## src/hw/dhp_pkg.sv

```systemverilog
// constants shared by the downstream hot-plug controller files
// assumes a 125 MHz core clock and a plain address/strobe register port
package dhp_pkg;
    localparam int CLK_KHZ = 125000;

    // register byte offsets
    localparam logic [7:0] OFF_SLOTCAP = 8'h00;
    localparam logic [7:0] OFF_SLOTCTL = 8'h04;
    localparam logic [7:0] OFF_SLOTSTS = 8'h08;
    localparam logic [7:0] OFF_HPCFG = 8'h0c;
    localparam logic [7:0] OFF_POWER_MGMT_CTRL_STATUS_REG = 8'h10;
    localparam logic [7:0] OFF_PMETMR = 8'h14;

    // slot capabilities fields
    localparam int CAP_HPC = 0;
    localparam int CAP_LATCH = 1;
    // slot control fields; bits 4:0 are the event masks, same layout as status
    localparam int CTL_HOT_PLUG_INT_ENABLE_BIT = 5;
    localparam int CTL_ATTN = 6;
    localparam int CTL_PWRI = 8;
    localparam int CTL_PCC = 10;
    localparam int CTL_EIC = 11;
    // slot status fields
    localparam int EV_BTN = 0;
    localparam int EV_FAULT = 1;
    localparam int EV_LATCH = 2;
    localparam int EV_PRES = 3;
    localparam int EV_CC = 4;
    localparam int STS_LATCHST = 5;
    localparam int STS_PRESST = 6;
    localparam int STS_ILOCKST = 7;
    localparam int STS_PGOOD = 8;
    // hot-plug configuration fields; 8:0 are polarity inversions
    localparam int CFG_TOGGLE = 9;
    localparam int CFG_LATCHILK = 10;
    localparam int CFG_AUTOOFF = 11;
    // power management control/status fields
    localparam int PM_EN = 8;
    localparam int PM_STATUS = 15;
    localparam logic [1:0] PM_D3HOT = 2'h3;

    // reset values
    localparam logic [1:0] SLOTCAP_RST = 2'h0;
    localparam logic [10:0] SLOTCTL_RST = 11'h400;
    localparam logic [11:0] HPCFG_RST = 12'h000;
    localparam logic [15:0] PMETMR_RST = 16'h0064;

    // timing
    localparam int ILOCK_MIN_MS = 100;
    localparam int ILOCK_MAX_MS = 150;
    localparam int ILOCK_PULSE_MS = 125;
    localparam int PME_TICK_US = 1;
    localparam int PME_TICK_CYC = PME_TICK_US * CLK_KHZ / 1000;

    typedef enum logic {ILK_IDLE = 1'b0, ILK_HOLD = 1'b1} dhp_ilk_e;
    typedef enum logic {PME_IDLE = 1'b0, PME_WAIT = 1'b1} dhp_pme_e;
endpackage

```

## src/hw/dhp_sync.sv

```systemverilog
// three-stage synchroniser with agreement filter for slot sensor pins
// assumes pins asynchronous to clk; output moves once stages two and three agree
module dhp_sync #(
    parameter int WIDTH = 5
) (
    // clock and reset
    input wire logic clk,
    input wire logic rst,
    // pins and filtered result
    input wire logic [WIDTH-1:0] pinIn,
    output logic [WIDTH-1:0] level
);
    logic [WIDTH-1:0] stage1;
    logic [WIDTH-1:0] stage2;
    logic [WIDTH-1:0] stage3;
    logic [WIDTH-1:0] next_level;

    always_comb begin
        for (int i = 0; i < WIDTH; i++) begin
            next_level[i] = (stage2[i] == stage3[i]) ? stage3[i] : level[i];
        end
    end

    always_ff @(posedge clk) begin
        if (rst) begin
            stage1 <= '0;
            stage2 <= '0;
            stage3 <= '0;
            level <= '0;
        end else begin
            stage1 <= pinIn;
            stage2 <= stage1;
            stage3 <= stage2;
            level <= next_level;
        end
    end
endmodule

```

## src/hw/dhp_port.sv

```systemverilog
// hot-plug controller of one downstream port: slot registers, sensors, indicators,
// interlock, automatic power-off, hot-plug interrupt and PM_PME wake with retry
// assumes expander-side pins arrive asynchronous; register port on clk
//
// Local design decisions: strobed register access and the address map.
module dhp_port #(
    parameter int ILOCK_CYC = dhp_pkg::ILOCK_PULSE_MS * (dhp_pkg::CLK_KHZ)
) (
    // clock and reset
    input wire logic clk,
    input wire logic rst,
    // register port
    input wire logic [7:0] regAddr,
    input wire logic [31:0] regWdata,
    input wire logic regWr,
    input wire logic regRd,
    output logic [31:0] regRdata,
    // power management
    input wire logic switchD3hot,
    input wire logic d3Cold,
    output logic pmeSend,
    // initialisation sequencing
    input wire logic eepromBusy,
    output logic ioxInitStart,
    // slot sensors from the expander
    input wire logic attentionButtonIn,
    input wire logic presenceDetectIn,
    input wire logic powerFaultIn,
    input wire logic latchSensorIn,
    input wire logic powerGoodIn,
    // slot outputs to the expander
    output logic attentionIndicatorOut,
    output logic powerIndicatorOut,
    output logic powerEnableOut,
    output logic interlockOut,
    // interrupt
    output logic hotPlugIrq
);
    localparam int ILOCK_MIN_CYC = dhp_pkg::ILOCK_MIN_MS * dhp_pkg::CLK_KHZ;
    localparam int ILOCK_MAX_CYC = dhp_pkg::ILOCK_MAX_MS * dhp_pkg::CLK_KHZ;

    localparam int ILOCK_DEF_CYC = dhp_pkg::ILOCK_PULSE_MS * dhp_pkg::CLK_KHZ;

    // short pulses are allowed for simulation; the default must sit in the window
    if (ILOCK_DEF_CYC <= ILOCK_MIN_CYC || ILOCK_DEF_CYC >= ILOCK_MAX_CYC) begin : g_bad_window
        $error("default interlock pulse outside its window");
    end
    if (ILOCK_CYC < 1 || ILOCK_CYC >= 2 ** 24) begin : g_bad_count
        $error("interlock pulse count out of range");
    end

    // register state
    logic [1:0] cap, next_cap;
    logic [10:0] ctl, next_ctl;
    logic [4:0] sts, next_sts;
    logic [11:0] cfg, next_cfg;
    logic [1:0] pmState, next_pmState;
    logic pmeEn, next_pmeEn;
    logic pmeStatus, next_pmeStatus;
    logic [15:0] pmeTo, next_pmeTo;
    logic [31:0] next_regRdata;
    // sensor and event state
    logic [4:0] sensRaw, sens, prevSens, next_prevSens;
    logic primed;
    logic [4:0] evtSet;
    logic busyPrev;
    // interlock timer
    dhp_pkg::dhp_ilk_e ilkState, next_ilkState;
    logic [23:0] ilkCnt, next_ilkCnt;
    logic ilkLevel, next_ilkLevel;
    // pme timer
    dhp_pkg::dhp_pme_e pmeState, next_pmeState;
    logic [15:0] pmeCnt, next_pmeCnt;
    logic [6:0] tickCnt, next_tickCnt;
    logic tick;
    logic next_pmeSend;
    // outputs
    logic powerOn, next_powerOn;
    logic next_irq;

    logic wrCtl, wrSts, eicWrite, latchOpen, inD3hot, pmeOk, wakeReq;

    // sensors reach us through the expander, so treat them as asynchronous
    dhp_sync #(.WIDTH(5)) u_sync (
        .clk(clk),
        .rst(rst),
        .pinIn({powerGoodIn, latchSensorIn, powerFaultIn, presenceDetectIn,
            attentionButtonIn}),
        .level(sensRaw)
    );

    // one inversion bit per signal type
    assign sens = sensRaw ^ cfg[4:0];
    assign latchOpen = sens[3];
    assign wrCtl = regWr && regAddr == dhp_pkg::OFF_SLOTCTL;
    assign wrSts = regWr && regAddr == dhp_pkg::OFF_SLOTSTS;
    assign eicWrite = wrCtl && regWdata[dhp_pkg::CTL_EIC] && cap[dhp_pkg::CAP_HPC];
    assign inD3hot = pmState == dhp_pkg::PM_D3HOT || switchD3hot;
    assign pmeOk = inD3hot && !d3Cold && pmeEn;
    assign tick = tickCnt == 7'h00;

    // events: presence only from the presence input gated by capability
    always_comb begin
        evtSet = 5'h00;
        if (primed && cap[dhp_pkg::CAP_HPC]) begin
            evtSet[dhp_pkg::EV_BTN] = sens[0] && !prevSens[0];
            evtSet[dhp_pkg::EV_PRES] = sens[1] != prevSens[1];
            evtSet[dhp_pkg::EV_FAULT] = sens[2] && !prevSens[2];
            evtSet[dhp_pkg::EV_LATCH] = sens[3] != prevSens[3];
            // configuration loads from EEPROM complete no command
            evtSet[dhp_pkg::EV_CC] = wrCtl && !eepromBusy;
        end
    end

    // command completed is excluded from wake-up
    assign wakeReq = inD3hot && |(evtSet[3:0] & ctl[3:0]);

    // register file
    always_comb begin
        next_cap = cap;
        next_ctl = ctl;
        next_cfg = cfg;
        next_pmState = pmState;
        next_pmeEn = pmeEn;
        next_pmeTo = pmeTo;
        next_pmeStatus = pmeStatus;
        next_prevSens = sens;
        // set wins over a write-one clear
        next_sts = (sts & ~(wrSts ? regWdata[4:0] : 5'h00)) | evtSet;
        if (wakeReq && !d3Cold) begin
            next_pmeStatus = 1'b1;
        end else if (regWr && regAddr == dhp_pkg::OFF_POWER_MGMT_CTRL_STATUS_REG && regWdata[dhp_pkg::PM_STATUS]) begin
            next_pmeStatus = 1'b0;
        end
        if (regWr) begin
            case (regAddr)
                dhp_pkg::OFF_SLOTCAP: next_cap = regWdata[1:0];
                // interlock control is an action bit above these, never stored
                dhp_pkg::OFF_SLOTCTL: next_ctl = regWdata[10:0];
                dhp_pkg::OFF_HPCFG: next_cfg = regWdata[11:0];
                dhp_pkg::OFF_POWER_MGMT_CTRL_STATUS_REG: begin
                    next_pmState = regWdata[1:0];
                    next_pmeEn = regWdata[dhp_pkg::PM_EN];
                end
                dhp_pkg::OFF_PMETMR: next_pmeTo = regWdata[15:0];
                default: next_cap = cap;
            endcase
        end
        next_regRdata = 32'h0000_0000;
        if (regRd) begin
            case (regAddr)
                dhp_pkg::OFF_SLOTCAP: next_regRdata = {30'h0, cap};
                dhp_pkg::OFF_SLOTCTL: next_regRdata = {21'h0, ctl};
                dhp_pkg::OFF_SLOTSTS: begin
                    next_regRdata[4:0] = sts;
                    // latch shown open, or as interlock status instead
                    next_regRdata[dhp_pkg::STS_LATCHST] = !cfg[dhp_pkg::CFG_LATCHILK] && sens[3];
                    next_regRdata[dhp_pkg::STS_ILOCKST] = cfg[dhp_pkg::CFG_LATCHILK] && sens[3];
                    next_regRdata[dhp_pkg::STS_PRESST] = sens[1];
                    next_regRdata[dhp_pkg::STS_PGOOD] = sens[4];
                end
                dhp_pkg::OFF_HPCFG: next_regRdata = {20'h0, cfg};
                dhp_pkg::OFF_POWER_MGMT_CTRL_STATUS_REG: begin
                    next_regRdata = {16'h0, pmeStatus, 6'h00, pmeEn, 6'h00, pmState};
                end
                dhp_pkg::OFF_PMETMR: next_regRdata = {16'h0, pmeTo};
                default: next_regRdata = 32'h0000_0000;
            endcase
        end
    end

    always_ff @(posedge clk) begin
        if (rst) begin
            cap <= dhp_pkg::SLOTCAP_RST;
            ctl <= dhp_pkg::SLOTCTL_RST;
            cfg <= dhp_pkg::HPCFG_RST;
            sts <= 5'h00;
            pmState <= 2'h0;
            pmeEn <= 1'b0;
            pmeStatus <= 1'b0;
            pmeTo <= dhp_pkg::PMETMR_RST;
            prevSens <= 5'h00;
            primed <= 1'b0;
            regRdata <= 32'h0000_0000;
        end else begin
            cap <= next_cap;
            ctl <= next_ctl;
            cfg <= next_cfg;
            sts <= next_sts;
            pmState <= next_pmState;
            pmeEn <= next_pmeEn;
            pmeStatus <= next_pmeStatus;
            pmeTo <= next_pmeTo;
            prevSens <= next_prevSens;
            primed <= 1'b1;
            regRdata <= next_regRdata;
        end
    end

    // interlock: fixed pulse, or invert in toggle mode
    always_comb begin
        next_ilkState = ilkState;
        next_ilkCnt = ilkCnt;
        next_ilkLevel = ilkLevel;
        case (ilkState)
            dhp_pkg::ILK_IDLE: begin
                if (eicWrite && cfg[dhp_pkg::CFG_TOGGLE]) begin
                    next_ilkLevel = !ilkLevel;
                end else if (eicWrite) begin
                    next_ilkLevel = 1'b1;
                    next_ilkCnt = 24'(ILOCK_CYC - 1);
                    next_ilkState = dhp_pkg::ILK_HOLD;
                end
            end
            dhp_pkg::ILK_HOLD: begin
                if (eicWrite && cfg[dhp_pkg::CFG_TOGGLE]) begin
                    next_ilkLevel = !ilkLevel;
                    next_ilkState = dhp_pkg::ILK_IDLE;
                end else if (ilkCnt == 24'h000000) begin
                    next_ilkLevel = 1'b0;
                    next_ilkState = dhp_pkg::ILK_IDLE;
                end else begin
                    next_ilkCnt = ilkCnt - 24'h000001;
                end
            end
            default: next_ilkState = dhp_pkg::ILK_IDLE;
        endcase
    end

    always_ff @(posedge clk) begin
        if (rst) begin
            ilkState <= dhp_pkg::ILK_IDLE;
            ilkCnt <= 24'h000000;
            ilkLevel <= 1'b0;
        end else begin
            ilkState <= next_ilkState;
            ilkCnt <= next_ilkCnt;
            ilkLevel <= next_ilkLevel;
        end
    end

    // pme send and retry; timer runs on a microsecond enable
    always_comb begin
        next_pmeState = pmeState;
        next_pmeCnt = pmeCnt;
        next_pmeSend = 1'b0;
        next_tickCnt = tick ? 7'(dhp_pkg::PME_TICK_CYC - 1) : tickCnt - 7'h01;
        case (pmeState)
            dhp_pkg::PME_IDLE: begin
                if (wakeReq && pmeOk) begin
                    next_pmeSend = 1'b1;
                    next_pmeCnt = pmeTo;
                    next_pmeState = dhp_pkg::PME_WAIT;
                end
            end
            dhp_pkg::PME_WAIT: begin
                if (!pmeStatus) begin
                    next_pmeState = dhp_pkg::PME_IDLE;
                end else if (tick && pmeCnt <= 16'h0001) begin
                    // retry only where a message may still be sent
                    next_pmeSend = pmeOk;
                    next_pmeCnt = pmeTo;
                end else if (tick) begin
                    next_pmeCnt = pmeCnt - 16'h0001;
                end
            end
            default: next_pmeState = dhp_pkg::PME_IDLE;
        endcase
    end

    always_ff @(posedge clk) begin
        if (rst) begin
            pmeState <= dhp_pkg::PME_IDLE;
            pmeCnt <= 16'h0000;
            tickCnt <= 7'h00;
            pmeSend <= 1'b0;
        end else begin
            pmeState <= next_pmeState;
            pmeCnt <= next_pmeCnt;
            tickCnt <= next_tickCnt;
            pmeSend <= next_pmeSend;
        end
    end

    // slot power and outputs; power fault is not latched, adapter must hold it
    always_comb begin
        if (cfg[dhp_pkg::CFG_AUTOOFF] && cap[dhp_pkg::CAP_LATCH] && latchOpen) begin
            next_powerOn = 1'b0;
        end else begin
            next_powerOn = !cap[dhp_pkg::CAP_HPC] || !ctl[dhp_pkg::CTL_PCC];
        end
        // interrupt needs enable plus an unmasked event
        next_irq = ctl[dhp_pkg::CTL_HOT_PLUG_INT_ENABLE_BIT] && |(sts & ctl[4:0]);
    end

    always_ff @(posedge clk) begin
        if (rst) begin
            powerOn <= 1'b0;
            hotPlugIrq <= 1'b0;
            busyPrev <= 1'b1;
            ioxInitStart <= 1'b0;
            attentionIndicatorOut <= 1'b0;
            powerIndicatorOut <= 1'b0;
            powerEnableOut <= 1'b0;
            interlockOut <= 1'b0;
        end else begin
            powerOn <= next_powerOn;
            hotPlugIrq <= next_irq;
            busyPrev <= eepromBusy;
            ioxInitStart <= busyPrev && !eepromBusy;
            // blink encodings light the indicator steadily
            attentionIndicatorOut <= (ctl[7:6] == 2'h1 || ctl[7:6] == 2'h2) ^ cfg[5];
            powerIndicatorOut <= (ctl[9:8] == 2'h1 || ctl[9:8] == 2'h2) ^ cfg[6];
            powerEnableOut <= powerOn ^ cfg[7];
            interlockOut <= ilkLevel ^ cfg[8];
        end
    end

    chk_no_cold_pme: assert property (@(posedge clk) disable iff (rst)
        $past(d3Cold) |-> !pmeSend) else $error("pme sent in D3cold");
    chk_pme_in_d3: assert property (@(posedge clk) disable iff (rst)
        pmeSend |-> $past(inD3hot)) else $error("pme outside D3hot");
    chk_pme_retry: assert property (@(posedge clk) disable iff (rst)
        pmeState == dhp_pkg::PME_WAIT && pmeStatus && tick && pmeCnt <= 16'h0001
        && pmeOk |=> pmeSend && pmeCnt == $past(pmeTo)) else $error("pme not resent");
    chk_cap_gates: assert property (@(posedge clk) disable iff (rst)
        !cap[dhp_pkg::CAP_HPC] |-> evtSet == 5'h00 && !eicWrite)
        else $error("event without capability");
    chk_pulse_len: assert property (@(posedge clk) disable iff (rst)
        eicWrite && !cfg[dhp_pkg::CFG_TOGGLE] && ilkState == dhp_pkg::ILK_IDLE
        |=> ilkLevel && ilkCnt == 24'(ILOCK_CYC - 1)) else $error("interlock pulse wrong");
    chk_ilk_toggle: assert property (@(posedge clk) disable iff (rst)
        eicWrite && cfg[dhp_pkg::CFG_TOGGLE] |=> ilkLevel != $past(ilkLevel)
        ##1 interlockOut == $past(ilkLevel ^ cfg[8])) else $error("interlock not toggled");
    chk_eis_zero: assert property (@(posedge clk) disable iff (rst)
        regRd && regAddr == dhp_pkg::OFF_SLOTSTS && !cfg[dhp_pkg::CFG_LATCHILK]
        |=> !regRdata[dhp_pkg::STS_ILOCKST]) else $error("interlock status not zero");
    chk_auto_off: assert property (@(posedge clk) disable iff (rst)
        cfg[dhp_pkg::CFG_AUTOOFF] && cap[dhp_pkg::CAP_LATCH] && latchOpen
        |=> !powerOn ##1 powerEnableOut == cfg[7]) else $error("power not removed");
    chk_cc_quiet: assert property (@(posedge clk) disable iff (rst)
        wrCtl && eepromBusy |=> sts[dhp_pkg::EV_CC] == $past(sts[dhp_pkg::EV_CC]))
        else $error("command completed during load");
    chk_irq_gate: assert property (@(posedge clk) disable iff (rst)
        hotPlugIrq |-> $past(ctl[dhp_pkg::CTL_HOT_PLUG_INT_ENABLE_BIT]) && $past(|(sts & ctl[4:0])))
        else $error("interrupt not gated");
    chk_cc_no_wake: assert property (@(posedge clk) disable iff (rst)
        pmeState == dhp_pkg::PME_IDLE && evtSet == 5'h10 |=> !pmeSend)
        else $error("wake on command completed");
endmodule

```

## config.mk

```make
export PLATFORM = sky130hd
export DESIGN_NAME = dhp_port
export DESIGN_NICKNAME = d
export VERILOG_FILES = /design/src/hw/dhp_pkg.sv /design/src/hw/dhp_sync.sv /design/src/hw/dhp_port.sv
export SDC_FILE = /design/constraint.sdc
export NUM_CORES = 1
export LEC_CHECK = 0
export BUFFER_PORTS_ARGS = -buffer_cell sky130_fd_sc_hd__buf_2
export CAP_MARGIN = 20
export CELL_PAD_IN_SITES_DETAIL_PLACEMENT = 0
export CELL_PAD_IN_SITES_GLOBAL_PLACEMENT = 1
export CORE_MARGIN = 4
export CORE_UTILIZATION = 45
export CTS_BUF_LIST = sky130_fd_sc_hd__clkbuf_8
export DETAILED_ROUTE_END_ITERATION = 16
export GPL_TIMING_DRIVEN = 1
export PLACE_DENSITY_LB_ADDON = 0.05
export RECOVER_POWER = 50
export SLEW_MARGIN = 30
export SYNTH_ARGS = -nofsm -noshare
export SYNTH_HDL_FRONTEND = slang
export SYNTH_SLANG_ARGS = --single-unit
```

## constraint.sdc

```tcl
create_clock -name clk -period 3 [get_ports clk]
set_clock_uncertainty 0.05 [all_clocks]
set_input_delay 0.6 -clock clk [delete_from_list [all_inputs] [get_ports clk]]
set_output_delay 0.6 -clock clk [all_outputs]
set_load 0.05 [all_outputs]
```

==> results.toml, run 1 <==
[clock_network]
cts_buffers = 17
clkSlewWorstSetupHoldPaths_ps = 100
clockBufferDepth = 2
cts_setup_buffers = 0
cts.htree.levels = 4
postCtsHoldBufs = 0
cts_tree = "yes"
cts_sinks = 150
cts_root_buf = "clkbuf_8"
cts_resized = 0
clk_latency_ps = 480

[power]
leakage_nw = 2.865
power.density_nw_per_um2 = 536.3
ir_drop_mv = 0.5367
power_mw = 4.198

[detailed_routing]
drt_iter0_markers = 599
wl_um = 19590
drc = 0
ant_nets = 0
drtPass1Iterations = 5
post_drt_wl_per_cell_um = 18.33
viasPerCell = 5.920
num_vias = 6328

[die]
die_y_um = 131.9
initial_core_util_pct = 45.62
io_pins = 91
core_area_sq_um = 15150
die_x_um = 131.9
rows = 45
dieArea_sq_um = 17400

[cells_and_area]
multiInputGateArea_sq_um = 3630
area_growth_pct = 13.29
nets = 926
final_layout_size_suffix_gt1_share_pct = 12.83
antennaDiodeCount = 0
fillers = 1451
postLayoutCoreUtil_pct = 51.68
regArea_sq_um = 3003

[timing]
rsz0062_at_grt = "false"
finalMaxSlewViolations = 0
hold_viol = 0
worstMarginPinSlew_ps = 1392
fmax_ghz = 0.3804
finalCritPeriodShare_pct = 87.62
hold_slack_ps = 277.5
fin_crit_ps = 2629
finalSetupViolations = 0
tns_ps = 0
max_slew_margin_pct = 7.168

[synth]
synthArstFlopShare_pct = 0
ys_ff_latch = 150
synthCells = 811
yosys_warnings = 0
synth-seq-area-share_pct = 43.46
synth_area_leader_cell = "dfxtp_1"
yosysMostFrequentCell = "dfxtp_1"
yosys-top-cells-count = "dfxtp_1 (150), nand2_1 (116), a21oi_1 (73)"
synth.distinct_cells = 74
synth_edf_count = 0
ys_top_cells_by_area = "dfxtp_1 (43%), nand2_1 (6.3%), a21oi_1 (5.3%)"
syn_area_sq_um = 6909
synth_flop_cell = "dfxtp_1"
syn_avg_cell_area_sq_um = 8.519
synth_top_area_share_pct = 43.46

[critical_path]
cp-end-kind = "flop"
critPathKind = "flop to flop"
crit_arrival_ps = 2970
critPathMaxFanout = 8
required_ps = 3340
regToRegStartpoint = "ilkCnt[4]"
startpoint_type = "flop"
crit_start = "ilkCnt[4]"

[global_route]
grt_pass1_vias = 6187
grt_remaining_overflow = 0
grt_pass1_wl_um = 31920
antenna_found_initial = 0
grt_max_degree = 59
grtUsageTotal_pct = 22.53

[placement]
io_buffers = 58
dpl.hpwl_um = 13660
gp_congestion = 0.8660

[worst_hold_path]
hold_class = "primary input to flop"
min_from = "powerFaultIn"

[status]
status = "finished clean"

[flow_run]
maxCapViolCount = 0
==> placed cells by master (no fill, tap or decap), types with 19 or more instances in the layout <==
master    count
a22oi_1      27
a21oi_1      73
buf_4        23
clkbuf_1     27
buf_2        33
nor2_1       47
or4_1        21
nor3_1       23
mux2i_1      19
nand2_1     116
dfxtp_1     150
nand3_1      35
==> critical path: stages, from the launching register on <==
cell and delay (ps):
dfxtp_1 370, or4_1 670, or4_4 590, nand2b_4 190
or4b_1 510, a31oi_1 160
==> flip-flops by register name, summed over array words and instances (netlist names), 2 cells and up <==
name	cells
u_sync.stage3	5
ctl	11
prevSens	4
tickCnt	7
sts	5
cfg	12
ilkCnt	24
regRdata	16
pmeCnt	16
u_sync.stage2	5
cap	2
pmeTo	16
u_sync.stage1	5
pmState	2
u_sync.level	5
==> logic make-up after synthesis <==
| logic type | count (synthesis) | share of synthesized area, % |
|---|---|---|
| AND/OR/NAND/NOR | 348 | 26.08 |
| AO/OA/AOI/OAI | 189 | 18.29 |
| flip-flops | 150 | 43.46 |
| buffers and inverters | 78 | 5.234 |
| multiplexers | 21 | 3.079 |
| XOR/XNOR | 18 | 2.717 |
| adder cells (fa/ha/maj) | 6 | 1.087 |
| other | 1 | 0.05428 |
==> per-layer routing <==
layer  vias up  wire [um]  track usage (%)
met5         -          0                0
met1      3030       8769            28.69
met4         0        619            9.802
met2       189       9274            37.00
li1       3064          -                -
met3        45        930            4.733
==> power by group <==
group	leakage, nW	total [mW]	switching (mW)	internal [mW]
combinational	1.44	0.430	0.275	0.155
sequential	1.21	2.09	0.0425	2.05
clock	0.211	1.68	0.901	0.779
==> worst paths after layout <==
| path | to | slack [ps] | cells past startpoint |
|---|---|---|---|
| setup / recovery | ilkCnt[23] | 370 | 5 |
| hold / removal | u_sync.stage1[2] | 280 | 2 |
| setup reg to reg | ilkCnt[23] | 370 | 5 |
| hold reg to reg | ioxInitStart | 360 | 2 |
==> layout make-up <==
type	instances	share of cell area (%)
tap	188	3.005
multi-input combinational	598	46.37
timing repair buffer	87	6.250
clock buffer	17	2.989
inverter	14	0.6714
sequential	150	38.36
clock inverter	15	2.350
==> per-stage QoR <==
| step | cell area [sq um] | instances | setup slack (ps) |
|---|---|---|---|
| floorplan | 6965 | 826 | 303.0 |
| global placement | 7456 | 1037 | 224.8 |
| detailed placement | 7456 | 1037 | 161.3 |
| CTS | 7874 | 1069 | 402.6 |
| global route | 7828 | 1069 | 215.9 |
| finish | 7828 | 1069 | 371.4 |
Power figures use the tool's default switching activity.
==> run 2: changes to the inputs <==
--- a/config.mk
+++ b/config.mk
@@ -10,7 +10,7 @@
 export CELL_PAD_IN_SITES_DETAIL_PLACEMENT = 0
 export CELL_PAD_IN_SITES_GLOBAL_PLACEMENT = 1
 export CORE_MARGIN = 4
-export CORE_UTILIZATION = 45
+export CORE_UTILIZATION = 40
 export CTS_BUF_LIST = sky130_fd_sc_hd__clkbuf_8
 export DETAILED_ROUTE_END_ITERATION = 16
 export GPL_TIMING_DRIVEN = 1
==> results.toml, run 2 (synthesized netlist as in run 1, its figures left out) <==
[power]
leakage_nw = 2.841
ir_drop_mv = 0.4801
power.density_nw_per_um2 = 513.4
power_mw = 4.027

[placement]
io_buffers = 58
dpl.hpwl_um = 13980
dp_cells = 1073
placed_area_sq_um = 7528
gp_congestion = 0.8357
place_ws_ps = 152.2

[timing]
finalSetupViolations = 0
tns_ps = 0
fmax_ghz = 0.3818
finalMaxSlewViolations = 82
fin_crit_ps = 2619
hold_viol = 0
setup_ws_ps = 380.9
max_slew_margin_pct = -34.76
rsz0062_at_grt = "false"
hold_slack_ps = 310.9
worstMarginPinSlew_ps = 2021
finalCritPeriodShare_pct = 87.30

[clock_network]
cts.htree.levels = 4
cts_setup_buffers = 0
cts_sinks = 150
clockBufferDepth = 2
postCtsHoldBufs = 0
clk_latency_ps = 450
cts_resized = 0
cts_buffers = 17
cts_tree = "yes"
clkSlewWorstSetupHoldPaths_ps = 90
cts_root_buf = "clkbuf_8"

[critical_path]
cp-end-kind = "flop"
startpoint_type = "primary input"
critPathMaxFanout = 16
crit_arrival_ps = 2920
required_ps = 3300
critPathKind = "primary input to flop"

[die]
dieArea_sq_um = 19440
initial_core_util_pct = 41.22
die_x_um = 139.4
core_area_sq_um = 16760
rows = 47
io_pins = 91
die_y_um = 139.4

[cells_and_area]
final_layout_size_suffix_gt1_share_pct = 12.56
final_area_sq_um = 7844
stdcell_count = 1104
antennaDiodeCount = 0
fillers = 1705
area_growth_pct = 13.53
postLayoutCoreUtil_pct = 46.80
top_register = "ilkCnt"
nets = 930
final_common_cell = "dfxtp_1"
largest_register_ffs = 24
mostFrequentLayoutCells = "dfxtp_1 (150), nand2_1 (116), a21oi_1 (73), nor2_1 (46), nand3_1 (35)"

[detailed_routing]
wl_um = 19800
drc = 0
drt_iter0_markers = 422
num_vias = 6238
post_drt_wl_per_cell_um = 17.94
viasPerCell = 5.650
drtPass1Iterations = 4
ant_nets = 0

[global_route]
grt_max_degree = 47
antenna_found_initial = 0
grtUsageTotal_pct = 20.18
grt_remaining_overflow = 0
grt_pass1_wl_um = 31840
grt_pass1_vias = 6030

[worst_hold_path]
hold_class = "primary input to flop"

[status]
status = "complete, but fails checks"
violations = "max-capacitance violations, max-slew violations"

[flow_run]
maxCapViolCount = 2
==> run 2: path summary, 6_finish.rpt <==
kind                            slack [ps]               end  depth (start not counted)             start
worst max-delay path                   380          pmeTo[0]                          7        regAddr[5]
worst min register to register         360      ioxInitStart                          2          busyPrev
worst max register to register         410        ilkCnt[23]                          5         ilkCnt[4]
worst min-delay path                   310  u_sync.stage1[1]                          2  presenceDetectIn
==> run 2: final cells by class <==
class                   instances  area (sq um)  share of cell area, %
repair buffers                 91         505.5                  6.444
well taps                     220         275.3                  3.509
inverters                      14         52.55                 0.6700
multi-input cells             598          3626                  46.23
flip-flops and latches        150          3003                  38.28
clock buffers                  17         234.0                  2.983
clock inverters                14         147.6                  1.882
==> run 2: worst max-delay path, stage by stage <==
cell and delay (ps):
buf_2 110, or4_1 660, nor4_1 370, and2_0 190
clkbuf_1 700, nand2_1 120, a21oi_1 170
==> run 2: layer usage <==
metal  up-vias  GRT usage [%]  part of all wire [%]
li1       3066              -                     -
met1      2998          26.48                    46
met2       154          33.41                    48
met3        20          4.151                   4.2
met4         0          6.437                   2.1
met5         -              0                     0
==> run 2: where the power goes <==
group          switching [mW]  internal, mW
sequential             0.0437          2.04
clock                   0.842         0.674
combinational           0.276         0.147
total                    1.16          2.87
==> run 3: changes to the inputs <==
--- a/config.mk
+++ b/config.mk
@@ -14,7 +14,7 @@
 export CTS_BUF_LIST = sky130_fd_sc_hd__clkbuf_8
 export DETAILED_ROUTE_END_ITERATION = 16
 export GPL_TIMING_DRIVEN = 1
-export PLACE_DENSITY_LB_ADDON = 0.05
+export PLACE_DENSITY = 0.84
 export RECOVER_POWER = 50
 export SLEW_MARGIN = 30
 export SYNTH_ARGS = -nofsm -noshare
==> results.toml, run 3 (synthesized netlist as in run 1, its figures left out) <==
[placement]
dpl.hpwl_um = 12810
gp_congestion = 0.8582
placed_area_sq_um = 7501
io_buffers = 58

[detailed_routing]
post_drt_wl_per_cell_um = 16.96
num_vias = 6247
routed-wl-met2_um = 8882
drc = 0
drt_iter0_markers = 437
wl_met3_um = 869
drtPass1Iterations = 5
ant_nets = 0
highest_layer = "met4"
viasPerCell = 5.669
m1WireLength_um = 8375
wl_um = 18700

[worst_hold_path]
min_from = "latchSensorIn"
hold_depth = 2
hold_class = "primary input to flop"
whs_endpoint = "u_sync.stage1[3]"

[critical_path]
regToRegStartpoint = "ilkCnt[4]"
r2r_slack_ps = 410
startpoint_type = "flop"
critPathMaxFanout = 8
critPathKind = "flop to flop"
crit_arrival_ps = 2930
required_ps = 3330
reg2regPathDepth = 5
r2r-end = "ilkCnt[23]"
cp-end-kind = "flop"

[timing]
worstMarginPinSlew_ps = 1592
tns_ps = 0
fmax_ghz = 0.3854
hold_slack_ps = 307.4
finalSetupViolations = 0
finalCritPeriodShare_pct = 86.49
hold_viol = 0
max_slew_margin_pct = -6.134
rsz0062_at_grt = "false"
finalMaxSlewViolations = 37
fin_crit_ps = 2595

[die]
rows = 47
core_area_sq_um = 16760
io_pins = 91
initial_core_util_pct = 41.22
die_x_um = 139.4
die_y_um = 139.4
dieArea_sq_um = 19440

[power]
leakage_nw = 2.862
ir_drop_mv = 0.2845
power.density_nw_per_um2 = 519.2

[clock_network]
postCtsHoldBufs = 0
cts_tree = "yes"
cts_setup_buffers = 0
cts_sinks = 150
clkSlewWorstSetupHoldPaths_ps = 90
cts_buffers = 17
clockBufferDepth = 2
cts_resized = 0
cts.htree.levels = 4
clk_latency_ps = 450
cts_root_buf = "clkbuf_8"

[status]
violations = "max-capacitance violations, max-slew violations"
status = "complete, but fails checks"

[cells_and_area]
antennaDiodeCount = 0
mostFrequentLayoutCells = "dfxtp_1 (150), nand2_1 (116), a21oi_1 (73), nor2_1 (46), nand3_1 (35)"
final_common_cell = "dfxtp_1"
area_growth_pct = 13.49
final_layout_size_suffix_gt1_share_pct = 12.93
nets = 928
top_register = "ilkCnt"
final_area_sq_um = 7841
largest_register_ffs = 24

[flow_run]
maxCapViolCount = 1

[global_route]
grtUsageTotal_pct = 18.99
grt_max_degree = 46
grt_remaining_overflow = 0
antenna_found_initial = 0
grt_pass1_vias = 5795
grt_pass1_wl_um = 30300
-- run 3: area by class of cell --
cell class,instances,area [sq um]
clock inverter,14,150.1
tap,220,275.3
clock buffer,17,234.0
fill,1639,8919
inverter,14,52.55
sequential,150,3003
multi-input combinational,598,3626
timing repair buffer,89,500.5
-- run 3: routing by layer --
| metal | vias to the layer above | GRT usage (%) |
|---|---|---|
| met5 | - | 0 |
| met4 | 0 | 7.724 |
| met3 | 28 | 3.259 |
| met2 | 173 | 30.94 |
| met1 | 2974 | 25.04 |
| li1 | 3072 | - |
-- run 3: power breakdown --
part	leakage, nW	switching (mW)	internal [mW]	total [mW]
Clock	0.194	0.804	0.741	1.55
Sequential	1.21	0.0446	2.04	2.09
Combinational	1.45	0.279	0.158	0.437
Total	2.86	1.13	2.94	4.07
-- run 3: critical path: stages (launching register included) --
cell and delay, ps:
dfxtp_1 370, or4_1 650, or4_4 590, nand2b_4 190, or4b_1 520, a31oi_1 160
-- run 3: how the worst max path moves through the flow --
stage	startpoint	endpoint	cells after the start	slack [ps]
global placement	regAddr[0]	ilkCnt[5]	7	230
global route	rst	regRdata[5]	5	210
detailed placement	regAddr[0]	ilkCnt[21]	7	150
floorplan	regAddr[1]	ilkCnt[4]	7	300
CTS	ilkCnt[4]	ilkCnt[23]	5	400
finish	ilkCnt[4]	ilkCnt[23]	5	410
-- run 3: through the flow --
step                instances  worst slack [ps]  total power [mW]  utilization [%]
finish                   1102             405.2             4.072            46.79
global route             1102             205.0             4.243            46.79
CTS                      1102             397.7             4.108            47.05
detailed placement       1071             152.1             2.571            44.76
global placement         1071             225.1             2.561            44.74
floorplan                 826             303.0             2.448                -
